$ cat src/design/cpsq_pkg.sv
// shared constants and carrier types for the cell protection sequencer
package cpsq_pkg;

    // core clock and the internal delay tick
    localparam int CLK_PERIOD_NS = 25;
    localparam int TICK_NS = 1000;
    localparam int TICK_CYC = TICK_NS / CLK_PERIOD_NS;
    localparam int PRE_W = 6;

    // delay counter structure
    localparam int CNT_W = 21;
    localparam int NCH = 5;
    localparam int CH_OVCHG = 0;
    localparam int CH_OVDIS = 1;
    localparam int CH_OVCUR = 2;
    localparam int CH_SHORT = 3;
    localparam int CH_EXCESS = 4;

    // test mode divides counter delays other than the short delay by two to this power
    localparam int TEST_SHIFT = 6;

    // nominal delays in their own units
    localparam real OVCHG_DET_S = 1.0;
    localparam real OVCHG_REL_MS = 40.0;
    localparam real OVDIS_DET_MS = 100.0;
    localparam real OVDIS_REL_MS = 1.0;
    localparam real OVCUR_DET_MS = 20.0;
    localparam real OVCUR_REL_MS = 1.0;
    localparam real SHORT_DET_MS = 0.250;
    localparam real EXCESS_DET_MS = 1.5;
    localparam real EXCESS_REL_MS = 1.5;

    // the same delays in ticks
    localparam int OVCHG_DET_TICKS = int'(OVCHG_DET_S * 1.0e9 / TICK_NS);
    localparam int OVCHG_REL_TICKS = int'(OVCHG_REL_MS * 1.0e6 / TICK_NS);
    localparam int OVDIS_DET_TICKS = int'(OVDIS_DET_MS * 1.0e6 / TICK_NS);
    localparam int OVDIS_REL_TICKS = int'(OVDIS_REL_MS * 1.0e6 / TICK_NS);
    localparam int OVCUR_DET_TICKS = int'(OVCUR_DET_MS * 1.0e6 / TICK_NS);
    localparam int OVCUR_REL_TICKS = int'(OVCUR_REL_MS * 1.0e6 / TICK_NS);
    localparam int SHORT_DET_TICKS = int'(SHORT_DET_MS * 1.0e6 / TICK_NS);
    localparam int EXCESS_DET_TICKS = int'(EXCESS_DET_MS * 1.0e6 / TICK_NS);
    localparam int EXCESS_REL_TICKS = int'(EXCESS_REL_MS * 1.0e6 / TICK_NS);

    typedef enum logic {
        MODE_RUN,
        MODE_STBY
    } cpsq_mode_t;

    // comparator flags, all synchronous to core_clk
    typedef struct packed {
        logic ovchg_det;
        logic ovchg_rel;
        logic ovdis_det;
        logic ovdis_rel;
        logic ovcur_det;
        logic short_det;
        logic excess_det;
        logic stby_release;
        logic load_present;
    } cpsq_cmp_t;

    typedef struct packed {
        logic charge_sw_on;
        logic discharge_sw_on;
        logic pull_up_en;
        logic pull_down_en;
        logic small_hyst_sel;
        logic monitor_en;
        logic standby;
    } cpsq_out_t;

    localparam cpsq_out_t OUT_RST = '{1'b1, 1'b1, 1'b0, 1'b0, 1'b0, 1'b1, 1'b0};

endpackage : cpsq_pkg

$ cat src/design/cpsq_sequencer.sv
// cell protection sequencer: delay timing and switch control
`timescale 1ns/100ps
module cpsq_sequencer #(
    parameter int unsigned OVCHG_DET_TICKS = cpsq_pkg::OVCHG_DET_TICKS,
    parameter int unsigned OVCHG_REL_TICKS = cpsq_pkg::OVCHG_REL_TICKS,
    parameter int unsigned OVDIS_DET_TICKS = cpsq_pkg::OVDIS_DET_TICKS,
    parameter int unsigned OVCUR_DET_TICKS = cpsq_pkg::OVCUR_DET_TICKS
) (
    // clock, reset and enable
    input wire logic core_clk,
    input wire logic reset_n,
    input wire logic clk_en,
    // comparator flags and test pin
    input wire cpsq_pkg::cpsq_cmp_t cmp,
    input wire logic delay_shorten,
    // switch and resistor controls
    output cpsq_pkg::cpsq_out_t ctl
);

    localparam int CW = cpsq_pkg::CNT_W;
    localparam logic [CW-1:0] T_OVCHG_DET = CW'(OVCHG_DET_TICKS);
    localparam logic [CW-1:0] T_OVCHG_REL = CW'(OVCHG_REL_TICKS);
    localparam logic [CW-1:0] T_OVDIS_DET = CW'(OVDIS_DET_TICKS);
    localparam logic [CW-1:0] T_OVDIS_REL = CW'(cpsq_pkg::OVDIS_REL_TICKS);
    localparam logic [CW-1:0] T_OVCUR_DET = CW'(OVCUR_DET_TICKS);
    localparam logic [CW-1:0] T_OVCUR_REL = CW'(cpsq_pkg::OVCUR_REL_TICKS);
    localparam logic [CW-1:0] T_SHORT_DET = CW'(cpsq_pkg::SHORT_DET_TICKS);
    localparam logic [CW-1:0] T_EXCESS_DET = CW'(cpsq_pkg::EXCESS_DET_TICKS);
    localparam logic [CW-1:0] T_EXCESS_REL = CW'(cpsq_pkg::EXCESS_REL_TICKS);
    localparam int PW = cpsq_pkg::PRE_W;
    localparam logic [PW-1:0] PRE_LAST = PW'(cpsq_pkg::TICK_CYC - 1);

    logic [cpsq_pkg::PRE_W-1:0] pre_q;
    logic tick_q;
    logic [CW-1:0] cnt_q [cpsq_pkg::NCH];
    logic [CW-1:0] tgt [cpsq_pkg::NCH];
    logic [cpsq_pkg::NCH-1:0] cond;
    logic [cpsq_pkg::NCH-1:0] done;
    logic ovchg_q;
    logic ovdis_q;
    logic ocs_q;
    logic ex_q;
    logic small_hyst_q;
    cpsq_pkg::cpsq_mode_t mode_q;
    logic run;
    logic ovchg_rel_ok;

    // test mode shortens a counter delay, never below one tick
    function automatic logic [CW-1:0] shorten_f(input logic [CW-1:0] n, input logic en);
        logic [CW-1:0] s;
        s = n >> cpsq_pkg::TEST_SHIFT;
        if (!en) begin
            return n;
        end
        return (s == '0) ? CW'(1) : s;
    endfunction : shorten_f

    // delay tick prescaler
    always_ff @(posedge core_clk or negedge reset_n) begin
        if (!reset_n) begin
            pre_q <= '0;
            tick_q <= 1'b0;
        end else if (clk_en) begin
            tick_q <= (pre_q == PRE_LAST);
            pre_q <= (pre_q == PRE_LAST) ? '0 : pre_q + 1'b1;
        end
    end

    assign run = (mode_q == cpsq_pkg::MODE_RUN);
    // load-sense high without a load blocks release
    assign ovchg_rel_ok = cmp.ovchg_rel && (!cmp.ovcur_det || cmp.load_present);

    // count conditions: detection while idle, release while held; the short channel only detects
    always_comb begin
        cond = '0;
        cond[cpsq_pkg::CH_OVCHG] = ovchg_q ? (run && ovchg_rel_ok) : (run && cmp.ovchg_det);
        cond[cpsq_pkg::CH_OVDIS] = ovdis_q ? (run && cmp.ovdis_rel) : (run && cmp.ovdis_det);
        cond[cpsq_pkg::CH_OVCUR] = ocs_q ? !cmp.ovcur_det : (!ovchg_q && cmp.ovcur_det);
        cond[cpsq_pkg::CH_SHORT] = !ocs_q && cmp.short_det;
        cond[cpsq_pkg::CH_EXCESS] = ex_q ? !cmp.excess_det
            : (cmp.excess_det && !ovdis_q && !ocs_q);
    end

    // targets; the short delay bypasses the test shortening
    always_comb begin
        tgt[cpsq_pkg::CH_OVCHG] = shorten_f(ovchg_q ? T_OVCHG_REL : T_OVCHG_DET, delay_shorten);
        tgt[cpsq_pkg::CH_OVDIS] = shorten_f(ovdis_q ? T_OVDIS_REL : T_OVDIS_DET, delay_shorten);
        tgt[cpsq_pkg::CH_OVCUR] = shorten_f(ocs_q ? T_OVCUR_REL : T_OVCUR_DET, delay_shorten);
        tgt[cpsq_pkg::CH_SHORT] = T_SHORT_DET;
        tgt[cpsq_pkg::CH_EXCESS] = shorten_f(ex_q ? T_EXCESS_REL : T_EXCESS_DET,
            delay_shorten);
    end

    // one delay counter per channel
    for (genvar i = 0; i < cpsq_pkg::NCH; i++) begin : g_tmr
        always_ff @(posedge core_clk or negedge reset_n) begin
            if (!reset_n) begin
                cnt_q[i] <= '0;
            end else if (clk_en) begin
                if (!cond[i] || done[i]) begin
                    cnt_q[i] <= '0;
                end else if (tick_q) begin
                    cnt_q[i] <= cnt_q[i] + 1'b1;
                end
            end
        end
        assign done[i] = clk_en && cond[i] && tick_q && (cnt_q[i] == tgt[i] - 1'b1);
    end

    // over-charge hold
    always_ff @(posedge core_clk or negedge reset_n) begin
        if (!reset_n) begin
            ovchg_q <= 1'b0;
        end else if (clk_en && done[cpsq_pkg::CH_OVCHG]) begin
            ovchg_q <= !ovchg_q;
        end
    end

    // small hysteresis once a load appears after over-charge
    always_ff @(posedge core_clk or negedge reset_n) begin
        if (!reset_n) begin
            small_hyst_q <= 1'b0;
        end else if (clk_en) begin
            if (!ovchg_q) begin
                small_hyst_q <= 1'b0;
            end else if (cmp.load_present) begin
                small_hyst_q <= 1'b1;
            end
        end
    end

    // over-discharge hold
    always_ff @(posedge core_clk or negedge reset_n) begin
        if (!reset_n) begin
            ovdis_q <= 1'b0;
        end else if (clk_en && done[cpsq_pkg::CH_OVDIS]) begin
            ovdis_q <= !ovdis_q;
        end
    end

    // stand-by; not entered when over-charge already holds
    always_ff @(posedge core_clk or negedge reset_n) begin
        if (!reset_n) begin
            mode_q <= cpsq_pkg::MODE_RUN;
        end else if (clk_en) begin
            case (mode_q)
                cpsq_pkg::MODE_RUN: begin
                    if (done[cpsq_pkg::CH_OVDIS] && !ovdis_q && !ovchg_q) begin
                        mode_q <= cpsq_pkg::MODE_STBY;
                    end
                end
                cpsq_pkg::MODE_STBY: begin
                    if (cmp.stby_release) begin
                        mode_q <= cpsq_pkg::MODE_RUN;
                    end
                end
                default: begin
                    mode_q <= cpsq_pkg::MODE_RUN;
                end
            endcase
        end
    end

    // over-current or short hold; either trip enters it
    always_ff @(posedge core_clk or negedge reset_n) begin
        if (!reset_n) begin
            ocs_q <= 1'b0;
        end else if (clk_en) begin
            if (!ocs_q && (done[cpsq_pkg::CH_OVCUR] || done[cpsq_pkg::CH_SHORT])) begin
                ocs_q <= 1'b1;
            end else if (ocs_q && done[cpsq_pkg::CH_OVCUR]) begin
                ocs_q <= 1'b0;
            end
        end
    end

    // excessive charger hold
    always_ff @(posedge core_clk or negedge reset_n) begin
        if (!reset_n) begin
            ex_q <= 1'b0;
        end else if (clk_en && done[cpsq_pkg::CH_EXCESS]) begin
            ex_q <= !ex_q;
        end
    end

    // registered pin controls
    always_ff @(posedge core_clk or negedge reset_n) begin
        if (!reset_n) begin
            ctl <= cpsq_pkg::OUT_RST;
        end else if (clk_en) begin
            ctl.charge_sw_on <= !(ovchg_q || ex_q);
            ctl.discharge_sw_on <= !(ovdis_q || ocs_q);
            ctl.pull_up_en <= ovdis_q;
            ctl.pull_down_en <= ocs_q;
            ctl.small_hyst_sel <= small_hyst_q && ovchg_q;
            ctl.monitor_en <= run;
            ctl.standby <= !run;
        end
    end

    // checks
    property p_chg_low;
        @(posedge core_clk) disable iff (!reset_n)
        (clk_en && (ovchg_q || ex_q)) |=> !ctl.charge_sw_on;
    endproperty
    a_chg_low: assert property (p_chg_low) else $error("charge switch not low");

    property p_no_ovcur_after_ovchg;
        @(posedge core_clk) disable iff (!reset_n)
        (ovchg_q && !ocs_q) |-> !cond[cpsq_pkg::CH_OVCUR];
    endproperty
    a_no_ovcur_after_ovchg: assert property (p_no_ovcur_after_ovchg)
        else $error("over-current counted during over-charge");

    property p_short_delay_fixed;
        @(posedge core_clk) disable iff (!reset_n)
        delay_shorten |-> tgt[cpsq_pkg::CH_SHORT] == T_SHORT_DET;
    endproperty
    a_short_delay_fixed: assert property (p_short_delay_fixed)
        else $error("short delay was shortened");

    property p_shorten;
        @(posedge core_clk) disable iff (!reset_n)
        (delay_shorten && !ovchg_q) |-> tgt[cpsq_pkg::CH_OVCHG] < T_OVCHG_DET;
    endproperty
    a_shorten: assert property (p_shorten) else $error("test mode not shortening");

    property p_pull_down;
        @(posedge core_clk) disable iff (!reset_n)
        (clk_en && ocs_q) |=> (ctl.pull_down_en && !ctl.discharge_sw_on);
    endproperty
    a_pull_down: assert property (p_pull_down) else $error("pull-down not enabled");

    property p_pull_up;
        @(posedge core_clk) disable iff (!reset_n)
        (clk_en && ovdis_q) |=> ctl.pull_up_en;
    endproperty
    a_pull_up: assert property (p_pull_up) else $error("pull-up not enabled");

    property p_no_excess_in_ovdis;
        @(posedge core_clk) disable iff (!reset_n)
        (ovdis_q && !ex_q) |-> cnt_q[cpsq_pkg::CH_EXCESS] == '0;
    endproperty
    a_no_excess_in_ovdis: assert property (p_no_excess_in_ovdis)
        else $error("excess count during over-discharge");

    property p_abandon;
        @(posedge core_clk) disable iff (!reset_n)
        (clk_en && !cond[cpsq_pkg::CH_OVCHG]) |=> (cnt_q[cpsq_pkg::CH_OVCHG] == '0) &&
            $stable(ovchg_q);
    endproperty
    a_abandon: assert property (p_abandon) else $error("count not abandoned");

    property p_wake;
        @(posedge core_clk) disable iff (!reset_n)
        (clk_en && !run && cmp.stby_release) |=> run ##1 ctl.monitor_en;
    endproperty
    a_wake: assert property (p_wake) else $error("no wake from stand-by");

    property p_hold_low;
        @(posedge core_clk) disable iff (!reset_n)
        (ovchg_q && cmp.ovcur_det && cmp.load_present && !cmp.ovchg_rel) |->
            !done[cpsq_pkg::CH_OVCHG];
    endproperty
    a_hold_low: assert property (p_hold_low) else $error("charge released too early");

    property p_tick_period;
        @(posedge core_clk) disable iff (!reset_n)
        (clk_en && tick_q) |=> !tick_q;
    endproperty
    a_tick_period: assert property (p_tick_period) else $error("tick lasts too long");

    property p_dis_low;
        @(posedge core_clk) disable iff (!reset_n)
        (clk_en && (ovdis_q || ocs_q)) |=> !ctl.discharge_sw_on;
    endproperty
    a_dis_low: assert property (p_dis_low) else $error("discharge switch not low");

    property p_stby_entry;
        @(posedge core_clk) disable iff (!reset_n)
        (clk_en && run && !ovdis_q && !ovchg_q && done[cpsq_pkg::CH_OVDIS]) |=>
            (ovdis_q && !run);
    endproperty
    a_stby_entry: assert property (p_stby_entry) else $error("stand-by not entered");

    property p_stby_outputs;
        @(posedge core_clk) disable iff (!reset_n)
        (clk_en && !run) |=> (ctl.standby && !ctl.monitor_en);
    endproperty
    a_stby_outputs: assert property (p_stby_outputs) else $error("monitoring left on");

    property p_hyst_clear;
        @(posedge core_clk) disable iff (!reset_n)
        (clk_en && !ovchg_q) |=> !ctl.small_hyst_sel;
    endproperty
    a_hyst_clear: assert property (p_hyst_clear) else $error("small hysteresis kept");

    property p_chg_release;
        @(posedge core_clk) disable iff (!reset_n)
        (ovchg_q && !ex_q && done[cpsq_pkg::CH_OVCHG] && !done[cpsq_pkg::CH_EXCESS])
            ##1 clk_en |=> ctl.charge_sw_on;
    endproperty
    a_chg_release: assert property (p_chg_release)
        else $error("charge switch not released");

    property p_dis_release;
        @(posedge core_clk) disable iff (!reset_n)
        (ovdis_q && !ocs_q && done[cpsq_pkg::CH_OVDIS] && !done[cpsq_pkg::CH_SHORT] &&
            !done[cpsq_pkg::CH_OVCUR]) ##1 clk_en |=> ctl.discharge_sw_on;
    endproperty
    a_dis_release: assert property (p_dis_release)
        else $error("discharge switch not released");

    property p_short_hold;
        @(posedge core_clk) disable iff (!reset_n)
        (!ocs_q && done[cpsq_pkg::CH_SHORT]) ##1 clk_en |=> ctl.pull_down_en;
    endproperty
    a_short_hold: assert property (p_short_hold) else $error("short not held");

    c_ovchg: cover property (@(posedge core_clk) disable iff (!reset_n) $rose(ovchg_q));
    c_standby: cover property (@(posedge core_clk) disable iff (!reset_n) $fell(run));
    c_short: cover property (@(posedge core_clk) disable iff (!reset_n)
        $rose(ocs_q) && done[cpsq_pkg::CH_SHORT]);
    c_excess: cover property (@(posedge core_clk) disable iff (!reset_n) $fell(ex_q));
    c_wake: cover property (@(posedge core_clk) disable iff (!reset_n) $rose(run));

endmodule : cpsq_sequencer

$ cat config.mk
export PLATFORM = sky130hd
export DESIGN_NAME = cpsq_sequencer
export DESIGN_NICKNAME = d
export VERILOG_FILES = /design/src/design/cpsq_pkg.sv /design/src/design/cpsq_sequencer.sv
export SDC_FILE = /design/constraint.sdc
export NUM_CORES = 1
export LEC_CHECK = 0
export ABC_AREA = 1
export BUFFER_PORTS_ARGS = -buffer_cell sky130_fd_sc_hd__clkbuf_2
export CORE_ASPECT_RATIO = 1.75
export CORE_MARGIN = 1
export CORE_UTILIZATION = 65
export CTS_BUF_LIST = sky130_fd_sc_hd__clkbuf_4
export DETAILED_ROUTE_END_ITERATION = 16
export PLACE_DENSITY = 0.82
export SKIP_LAST_GASP = 1
export SYNTH_ARGS = -nofsm -noshare
export SYNTH_HDL_FRONTEND = slang
export SYNTH_SLANG_ARGS = --single-unit
$ cat constraint.sdc
create_clock -name core_clk -period 2.4 [get_ports core_clk]
set_input_delay 0.12 -clock core_clk [delete_from_list [all_inputs] [get_ports core_clk]]
set_output_delay 0.12 -clock core_clk [all_outputs]
set_load 0.02 [all_outputs]
Word-level counts from Yosys, hierarchy flattened
Cells that the tools add are included.
{ "word_totals": {"ff_bits": 125, "wordCells": 140} }
{ "op_classes": {"add_sub_neg": 10, "n_eq_ne": 7, "n_mux": 32, "n_bitwise": 1, "reduce_logical": 70} }
{ "op_table": {"columns": ["cell", "n"], "rows": [
  ["$mux W21", 10],
  ["$add A21 B1 Y21 const B", 5],
  ["$eq A21 B21 Y1", 4],
  ["$logic_not A21 Y1", 3],
  ["$sub A21 B1 Y21 const B", 3],
  ["$mux W20", 2],
  ["$mux W17", 2],
  ["$logic_and A1 B1 Y1", 32],
  ["$mux W15", 2],
  ["$mux W11", 2],
  ["$eq A21 B8 Y1 const B", 1],
  ["$sub A20 B1 Y21 const B", 1],
  ["$mux W14", 1],
  ["$reduce_and A2 Y1", 7],
  ["$logic_not A1 Y1", 13],
  ["$reduce_bool A2 Y1", 6],
  ["$mux W1", 10],
  ["$logic_or A1 B1 Y1", 9],
  ["$mux W9", 1],
  ["$add A6 B1 Y6 const B", 1],
  ["$eq A6 B6 Y1 const B", 1],
  ["$mux W6", 1],
  ["$ne A2 B2 Y1 const B", 1],
  ["$pmux W1 S2", 1],
  ["$not A1 Y1", 1]
]} }

Depth between registers and ports, before layout
Gate-level depths: netlist of run 1.
{ "depth": {"ltp_word": 11, "depth_mapped": 12} }

Least setup slack after synthesis of run 1
Ideal clock, no wire load.
{ "synth_path": {"path_kind": "reg-to-reg", "start": "register ocs_q", "end": "register cnt_q[54] (netlist bit)", "setup_ps": 120, "arrival_time_ps": 1754, "required_ps": 2280, "slack_ps": 526, "stages_incl_launch_ff": 12, "synth_period_minus_slack_ps": 1874, "path_cell_list": "dfrtp_1 inv_2 ha_1 nand2_1 nand3_1 nor2_1 nand2_1 nor2_1 nand3_2 a21oi_4 buf_6 nor2_1"} }
{ "synth_via": {"elab_chain_len": 10, "word_cells_on_any_way": 15, "classes_between": "1 x add/sub; 1 x eq/ne; 5 x mux; 8 x reduce/logical"} }
{ "synth_rtl": {"columns": ["item", "line", "source"], "rows": [
  ["from (decl)", "cpsq_sequencer.sv:41", "logic ocs_q;"],
  ["from (signal assigned)", "cpsq_sequencer.sv:167", "ocs_q <= 1'b0;"],
  ["from (signal assigned)", "cpsq_sequencer.sv:170", "ocs_q <= 1'b1;"],
  ["from (signal assigned)", "cpsq_sequencer.sv:172", "ocs_q <= 1'b0;"],
  ["$mux W15", "cpsq_sequencer.sv:88", "tgt[cpsq_pkg::CH_OVCUR] = shorten_f(ocs_q ? T_OVCUR_REL : T_OVCUR_DET, delay_shorten);"],
  ["$logic_not A21 Y1", "cpsq_sequencer.sv:55", "return (s == '0) ? CW'(1) : s;"],
  ["$mux W9", "cpsq_sequencer.sv:55", null],
  ["$mux W15", "cpsq_sequencer.sv:55", null],
  ["$sub A21 B1 Y21", "cpsq_sequencer.sv:107", "assign done[i] = clk_en && cond[i] && tick_q && (cnt_q[i] == tgt[i] - 1'b1);"],
  ["$eq A21 B21 Y1", "cpsq_sequencer.sv:107", null],
  ["$logic_and A1 B1 Y1", "cpsq_sequencer.sv:107", null],
  ["$logic_or A1 B1 Y1 (*)", "cpsq_sequencer.sv:100", "if (!cond[i] || done[i]) begin"],
  ["$reduce_bool A2 Y1 (no source line)", null, null],
  ["$reduce_and A2 Y1 (no source line)", null, null],
  ["to (signal, indexed assignment)", "cpsq_sequencer.sv:103", "cnt_q[i] <= cnt_q[i] + 1'b1;"],
  ["to (decl)", "cpsq_sequencer.sv:35", "logic [CW-1:0] cnt_q [cpsq_pkg::NCH];"]
]} }
Every way passes the cells marked *; elsewhere a longest branch is shown, timed or not.
A chain may end at the register's enable or synchronous reset.

Worst setup path in the final report of run 1
{ "layout_path": {"start": "register ovdis_q", "end": "register cnt_q[65] (netlist bit)"} }
{ "layout_via": {"elab_chain_len": 10, "word_cells_on_any_way": 15, "classes_between": "1 x add/sub; 1 x eq/ne; 5 x mux; 8 x reduce/logical"} }
{ "layout_rtl": {"columns": ["item", "line", "source"], "rows": [
  ["from (decl)", "cpsq_sequencer.sv:40", "logic ovdis_q;"],
  ["from (signal assigned)", "cpsq_sequencer.sv:137", "ovdis_q <= !ovdis_q;"],
  ["$mux W17", "cpsq_sequencer.sv:87", "tgt[cpsq_pkg::CH_OVDIS] = shorten_f(ovdis_q ? T_OVDIS_REL : T_OVDIS_DET, delay_shorten);"],
  ["$logic_not A21 Y1", "cpsq_sequencer.sv:55", null],
  ["$mux W11", "cpsq_sequencer.sv:55", null],
  ["$mux W17", "cpsq_sequencer.sv:55", null],
  ["$sub A21 B1 Y21", "cpsq_sequencer.sv:107", null],
  ["$eq A21 B21 Y1", "cpsq_sequencer.sv:107", null],
  ["$logic_and A1 B1 Y1", "cpsq_sequencer.sv:107", null],
  ["$logic_or A1 B1 Y1 (*)", "cpsq_sequencer.sv:100", null],
  ["$reduce_bool A2 Y1 (no source line)", null, null],
  ["$reduce_and A2 Y1 (no source line)", null, null]
]} }
Marks and branches as above.

==> results of run 1 <==
## area by class of cell
type	count	share of cell area, %
Antenna cell	1	0.02861
Clock buffer	19	1.631
Clock inverter	13	1.702
Inverter	140	6.008
Multi-Input combinational cell	888	49.52
Sequential cell	125	35.80
Tap cell	165	2.360
Timing Repair Buffer	36	2.947
## where the power goes
part           leakage (nW)  internal, mW  switching, mW
clock network         0.153         0.731          0.797
logic                  2.23         0.144          0.321
registers              1.72          2.18         0.0743
## timing repair
action / in CTS / in global routing
hold buffers: 3 / 0
endpoints found under the setup margin: 0 / 10
buffers inserted: 0 / 1
endpoints found under the hold margin: 52 / 0
## kinds of logic after synthesis
| logic type | after synthesis |
|---|---|
| flops | 125 |
| fa+ha+maj | 20 |
| buf+inv | 167 |
| xor+xnor | 73 |
| compound gates | 77 |
| simple gates | 718 |
## metal layers
metal / wire [microns] / share of wire (%) / GRT usage [%] / vias up
li1: - / - / - / 3783
met1: 7400 / 37 / 34.11 / 3611
met2: 11090 / 55 / 61.63 / 232
met3: 840 / 4.2 / 6.564 / 74
met4: 884 / 4.4 / 18.08 / 0
met5: 0 / 0 / 0 / -
## worst max-delay path by stage
stage	startpoint	end	slack, ns	depth (start not counted)
finish	ovdis_q$_DFFE_PN0P_	cnt_q[65]$_DFFE_PN0P_	0.13	9
global route	ovdis_q$_DFFE_PN0P_	cnt_q[67]$_DFFE_PN0P_	0.005	9
CTS	ocs_q$_DFFE_PN0P_	cnt_q[51]$_DFFE_PN0P_	0.17	10
detailed placement	ocs_q$_DFFE_PN0P_	cnt_q[54]$_DFFE_PN0P_	0.19	10
global placement	ovdis_q$_DFFE_PN0P_	cnt_q[76]$_DFFE_PN0P_	0.26	9
floorplan	ocs_q$_DFFE_PN0P_	cnt_q[54]$_DFFE_PN0P_	0.53	11
## through the flow
stage               utilization [%]  power (mW)  worst slack, ns
finish                        72.08       4.251           0.1265
global route                  72.08       4.436         0.004961
CTS                           71.89       4.270           0.1667
detailed placement            69.24       2.754           0.1920
global placement              69.24       2.742           0.2601
floorplan                         -       2.585           0.5260
## flip-flops by register name, indices dropped and copies added (netlist names)
register and cells:
cnt_q 105, ctl 7, pre_q 6, ex_q 1
mode_q 1, ocs_q 1, ovchg_q 1, ovdis_q 1
small_hyst_q 1, tick_q 1
## Yosys cell counts, drive strengths merged (2+ instances only)
cell type  instances  area (sq um)
a21oi             40         222.7
buf               17         116.4
clkbuf            10         37.54
dfrtp            122          3053
dfstp              3         78.83
ha                20         250.2
inv              140         525.5
nand2            346          1314
nand3             74         390.4
nand4             53         331.6
nor2             210         788.3
nor3              32         175.2
o21a               2         15.01
o21ai             31         155.1
o21bai             2         15.01
xnor2             11         96.34
xor2              62         543.0
==> flow_metrics.py, run 1 <==
metrics = {
    "timing": {
        "slew_headroom_pct": 63.80,
        "finalSetupTns_ns": 0,
        "fmax_mhz": 439.9,
        "rsz0062_at_grt": "false",
        "whs_ns": 0.05219,
        "fin_crit_sh_pct": 94.73,
        "tightest_slew_ns": 0.5429,
        "hold_viol_final": 0,
        "period_needed_ns": 2.273,
        "skew_ns": 0.03238,
        "setup_violations": 0,
        "drv_slew": 0,
    },
    "power_and_ir_drop": {
        "cellPowerDensity_nw_per_um2": 486.0,
        "power.leakage_nw": 4.102,
        "ir_worst_vdd_v": 0.0004494,
    },
    "clocking": {
        "h-tree-depth": 4,
        "cts_resized": 0,
        "clock-sinks": 125,
        "clockBufferDepth": 2,
        "clk_pin_slew_ns": 0.13,
        "root_buffer": "clkbuf_4",
        "clock_latency_ns": 0.56,
        "cts_buffers": 17,
        "cts_tree": "yes",
    },
    "layout": {
        "layout_common_cells": "nand2_1 (342), nor2_1 (210), inv_1 (136), dfrtp_1 (122), nand3_1 (70)",
        "final_area_sq_um": 8747,
        "fillers": 1061,
        "fin_nets": 1241,
        "drive_gt1_share_pct": 6.880,
        "multi_input_area_sq_um": 4332,
        "areaGrowthSynthToFinish_pct": 7.422,
        "layout_commonest_cell": "nand2_1",
        "seq_area_sq_um": 3132,
        "instances_no_fill": 1387,
    },
    "routing": {
        "via_count": 7700,
        "route.detailed.drc": 0,
        "wl_per_cell_microns": 14.57,
        "drt_iter0_markers": 387,
        "drt-pass1-iter-count": 8,
        "wl_mm": 20.21,
        "antenna_left": 0,
        "post_drt_via_cell_ratio": 5.552,
    },
    "synth": {
        "ys_warn_count": 0,
        "muxShareOfSynthArea_pct": 0,
        "synth_edf_count": 0,
        "synth_ff_type": "dfrtp_1",
        "ys_seq_elements": 125,
        "yosys.area_share.simple_pct": 37.08,
        "yosysSeqAreaShare_pct": 38.46,
        "synth_cell_type_count": 32,
        "synth_compound_area_share_pct": 5.194,
        "syn_nets": 1213,
        "synth_xor_area_share_pct": 7.852,
        "syn_inst": 1180,
        "synth_adder_area_share_pct": 3.073,
        "synth_top_family_by_area": "simple AND/OR/NAND/NOR gates",
        "synth_area_sq_um": 8143,
        "avgSynthCellArea_sq_um": 6.901,
        "async_reset_ff_share_pct": 100.0,
    },
    "floorplan": {
        "die_w_microns": 86.61,
        "rows": 53,
        "die-area_sq_um": 13000,
        "start_util_pct": 67.10,
        "pin_count": 20,
        "coreArea_sq_um": 12140,
        "dieHeight_microns": 150.1,
    },
    "worst_setup_path": {
        "crit_required_ns": 2.80,
        "critPathMaxStageDelay_ns": 0.67,
        "regToRegStartpoint": "ovdis_q$_DFFE_PN0P_",
        "worstSetupStartpointType": "flip-flop",
        "cp_common_cell": "nand2_1",
        "cp.arrival_ns": 2.67,
        "path_cells": "inv_1, nand2_1, nand2_1, nand2_1, nand3_1, nor2_1, nand3_2, nand2_2, a21oi_1",
        "reg2reg_to": "cnt_q[65]$_DFFE_PN0P_",
        "path_buf_inv": 1,
        "worst_path_dominant_cell_family": "simple AND/OR/NAND/NOR gates",
        "setup.worst_path.end_class": "flip-flop",
        "rrSetupSlack_ns": 0.13,
        "critPathSlowestCell": "dfrtp_1",
        "worstSetupPathType": "reg2reg",
        "reg2reg_depth": 9,
        "path_max_fanout": 16,
    },
    "placed_design": {
        "gp_congestion": 0.9331,
        "hpwl_mm": 14.90,
        "port_buffers": 19,
        "placed_cell_area_sq_um": 8403,
        "dp_cells": 1350,
    },
    "global_routing": {
        "grt.overflow.total": 0,
        "antenna_found_initial": 1,
        "grt_max_degree": 76,
        "grt_pass1_wl_mm": 33.35,
        "track_usage_pct": 33.17,
        "grt_pass1_vias": 7482,
    },
    "worst_hold_path": {
        "worst_hold_path_type": "in2async",
    },
    "run": {
        "drv_cap": 0,
    },
    "status": {
        "outcome": "finished, final reports clean",
    },
}
(Power assumes the default switching activity.)
==> inputs of run 2 (changes only) <==
--- a/config.mk
+++ b/config.mk
@@ -9,10 +9,10 @@
 export BUFFER_PORTS_ARGS = -buffer_cell sky130_fd_sc_hd__clkbuf_2
 export CORE_ASPECT_RATIO = 1.75
 export CORE_MARGIN = 1
-export CORE_UTILIZATION = 65
+export CORE_UTILIZATION = 63
 export CTS_BUF_LIST = sky130_fd_sc_hd__clkbuf_4
 export DETAILED_ROUTE_END_ITERATION = 16
-export PLACE_DENSITY = 0.82
+export PLACE_DENSITY = 0.8
 export SKIP_LAST_GASP = 1
 export SYNTH_ARGS = -nofsm -noshare
 export SYNTH_HDL_FRONTEND = slang
==> flow_metrics.py, run 2 (synthesized netlist as in run 1, its figures left out) <==
metrics = {
    "status": {
        "outcome": "finished, final reports clean",
    },
    "placed_design": {
        "hpwl_mm": 14.63,
        "placed_cell_area_sq_um": 8422,
        "port_buffers": 19,
        "gp_congestion": 0.9215,
    },
    "floorplan": {
        "pin_count": 20,
        "die_w_microns": 87.94,
        "die-area_sq_um": 13400,
        "coreArea_sq_um": 12570,
        "rows": 54,
        "start_util_pct": 64.79,
        "dieHeight_microns": 152.4,
    },
    "worst_setup_path": {
        "crit_required_ns": 2.82,
        "path_max_fanout": 16,
        "critPathMaxStageDelay_ns": 0.48,
        "setup.worst_path.end_class": "flip-flop",
        "cp.arrival_ns": 2.65,
        "critPathSlowestCell": "dfrtp_1",
        "path_cells": "inv_2, ha_1, nand2_1, nand3_1, nor2_1, nand2_1, nor2_1, nand3_2, a21oi_4, nor2_1",
        "worstSetupPathType": "reg2reg",
        "worstSetupStartpointType": "flip-flop",
        "cp_common_cell": "nor2_1",
    },
    "layout": {
        "top_register": "cnt_q",
        "final_area_sq_um": 8665,
        "layout_common_cells": "nand2_1 (342), nor2_1 (210), inv_1 (136), dfrtp_1 (121), nand3_1 (70)",
        "drive_gt1_share_pct": 6.880,
        "areaGrowthSynthToFinish_pct": 6.407,
        "layout_commonest_cell": "nand2_1",
        "largest_register_ffs": 105,
        "fillers": 1146,
        "top_regs": "cnt_q (105), ctl (7), pre_q (6)",
        "fin_nets": 1242,
    },
    "routing": {
        "wl_mm": 19.87,
        "route.detailed.drc": 0,
        "post_drt_via_cell_ratio": 5.535,
        "drt_iter0_markers": 437,
        "drt-pass1-iter-count": 6,
        "wl_per_cell_microns": 14.30,
        "antenna_left": 0,
        "via_count": 7694,
    },
    "power_and_ir_drop": {
        "ir_worst_vdd_v": 0.0003233,
        "power_switching_mw": 1.189,
        "pwr-share-comb_pct": 11.8,
        "p_clk_share_pct": 30.3,
        "cellPowerDensity_nw_per_um2": 449.9,
        "finalPower_mw": 3.899,
        "switching_share_pct": 30.49,
        "p_int_mw": 2.710,
        "power.leakage_nw": 4.062,
        "pwr-share-seq_pct": 57.9,
    },
    "clocking": {
        "clock_latency_ns": 0.55,
        "post_cts_buffers": 0,
        "cts_buffers": 17,
        "clk_pin_slew_ns": 0.13,
        "h-tree-depth": 4,
        "root_buffer": "clkbuf_4",
        "clock-sinks": 125,
        "cts_tree": "yes",
        "clockBufferDepth": 2,
    },
    "timing": {
        "whs_ns": 0.05197,
        "setup_violations": 0,
        "skew_ns": 0.02798,
        "finalSetupTns_ns": 0,
        "hold_viol_final": 0,
        "rsz0062_at_grt": "false",
        "period_needed_ns": 2.236,
        "tightest_slew_ns": 0.5279,
        "slew_headroom_pct": 64.81,
        "fin_crit_sh_pct": 93.19,
        "fmax_mhz": 447.1,
        "drv_slew": 0,
    },
    "global_routing": {
        "grt_pass1_wl_mm": 33.11,
        "grt.overflow.total": 0,
        "antenna_found_initial": 1,
        "grt_pass1_vias": 7475,
        "grt_max_degree": 64,
        "track_usage_pct": 31.69,
    },
    "worst_hold_path": {
        "worst_hold_path_type": "in2async",
    },
    "run": {
        "drv_cap": 0,
    },
}
-- run 2: changes by cell type in the layout (fill, tap and decap cells not counted) --
| cell | delta |
|---|---|
| clkinv_4 | +1 |
| clkinv_2 | +2 |
| buf_4 | +2 |
| bufinv_16 | -3 |
| buf_12 | -1 |
| clkinv_1 | +1 |
| dfrtp_2 | +1 |
| clkbuf_4 | -2 |
| dfrtp_1 | -1 |
-- run 2: power groups by stage --
stage / clock network, mW / logic (mW) / registers, mW
2_1_floorplan: 0 / 0.298 / 2.29
3_3_place_gp: 0 / 0.449 / 2.29
3_5_place_dp: 0 / 0.457 / 2.29
4_1_cts: 1.20 / 0.461 / 2.26
5_1_grt: 1.29 / 0.525 / 2.27
6_report: 1.18 / 0.459 / 2.26
-- run 2: cell type report --
class / count / area, sq um / area share [%]
flip-flops and latches: 125 / 3133 / 36.16
clock buffers: 17 / 127.6 / 1.473
multi-input cells: 888 / 4332 / 49.99
clock inverters: 14 / 81.33 / 0.9386
diodes: 1 / 2.502 / 0.02888
inverters: 140 / 525.5 / 6.065
repair buffers: 37 / 252.7 / 2.917
well taps: 168 / 210.2 / 2.426
-- run 2: final timing paths --
| check | slack [ns] | to | cells past startpoint | start |
|---|---|---|---|---|
| min reg2reg | 0.49 | ctl[2]$_DFFE_PN0P_ | 2 | ctl[2]$_DFFE_PN0P_ |
| min | 0.05 | cnt_q[97]$_DFFE_PN0P_ | 2 | reset_n |
| max reg2reg | 0.16 | cnt_q[55]$_DFFE_PN0P_ | 10 | ocs_q$_DFFE_PN0P_ |
| max | 0.16 | cnt_q[55]$_DFFE_PN0P_ | 10 | ocs_q$_DFFE_PN0P_ |
| max in group asynchronous | 1.55 | ctl[1]$_DFFE_PN1P_ | 3 | reset_n |
| min in group core_clk | 0.09 | cnt_q[36]$_DFFE_PN0P_ | 7 | cmp[3] |
-- run 2: stage by stage --
step	setup WS, ns	utilization [%]	std cells
after global placement	0.2753	67.02	1355
after detailed placement	0.1976	67.02	1355
final	0.1636	68.95	1390
after global routing	0.02063	68.95	1390
after floorplan	0.5260	-	1180
after CTS	0.1946	68.92	1389
-- run 2: what timing repair did --
action,CTS,global route
hold buffers,3,0
endpoints found under the setup margin,0,1
gates resized for setup,0,1
hold endpoints to repair,69,0
-- run 2: critical path: cells and delay by family, from the launching register on --
family                   cells  cell delay [ns]
AND/OR/NAND/NOR              7             0.72
AO/OA/AOI/OAI                1             0.45
flip-flops                   1             0.48
buffers and inverters        1             0.15
adder cells (fa/ha/maj)      1             0.33
-- run 2: metal layers --
| layer | vias up | wire [microns] | track usage [%] |
|---|---|---|---|
| li1 | 3788 | - | - |
| met1 | 3600 | 7809 | 34.50 |
| met2 | 213 | 10320 | 56.04 |
| met3 | 93 | 689 | 4.821 |
| met4 | 0 | 1053 | 19.13 |
| met5 | - | 0 | 0 |
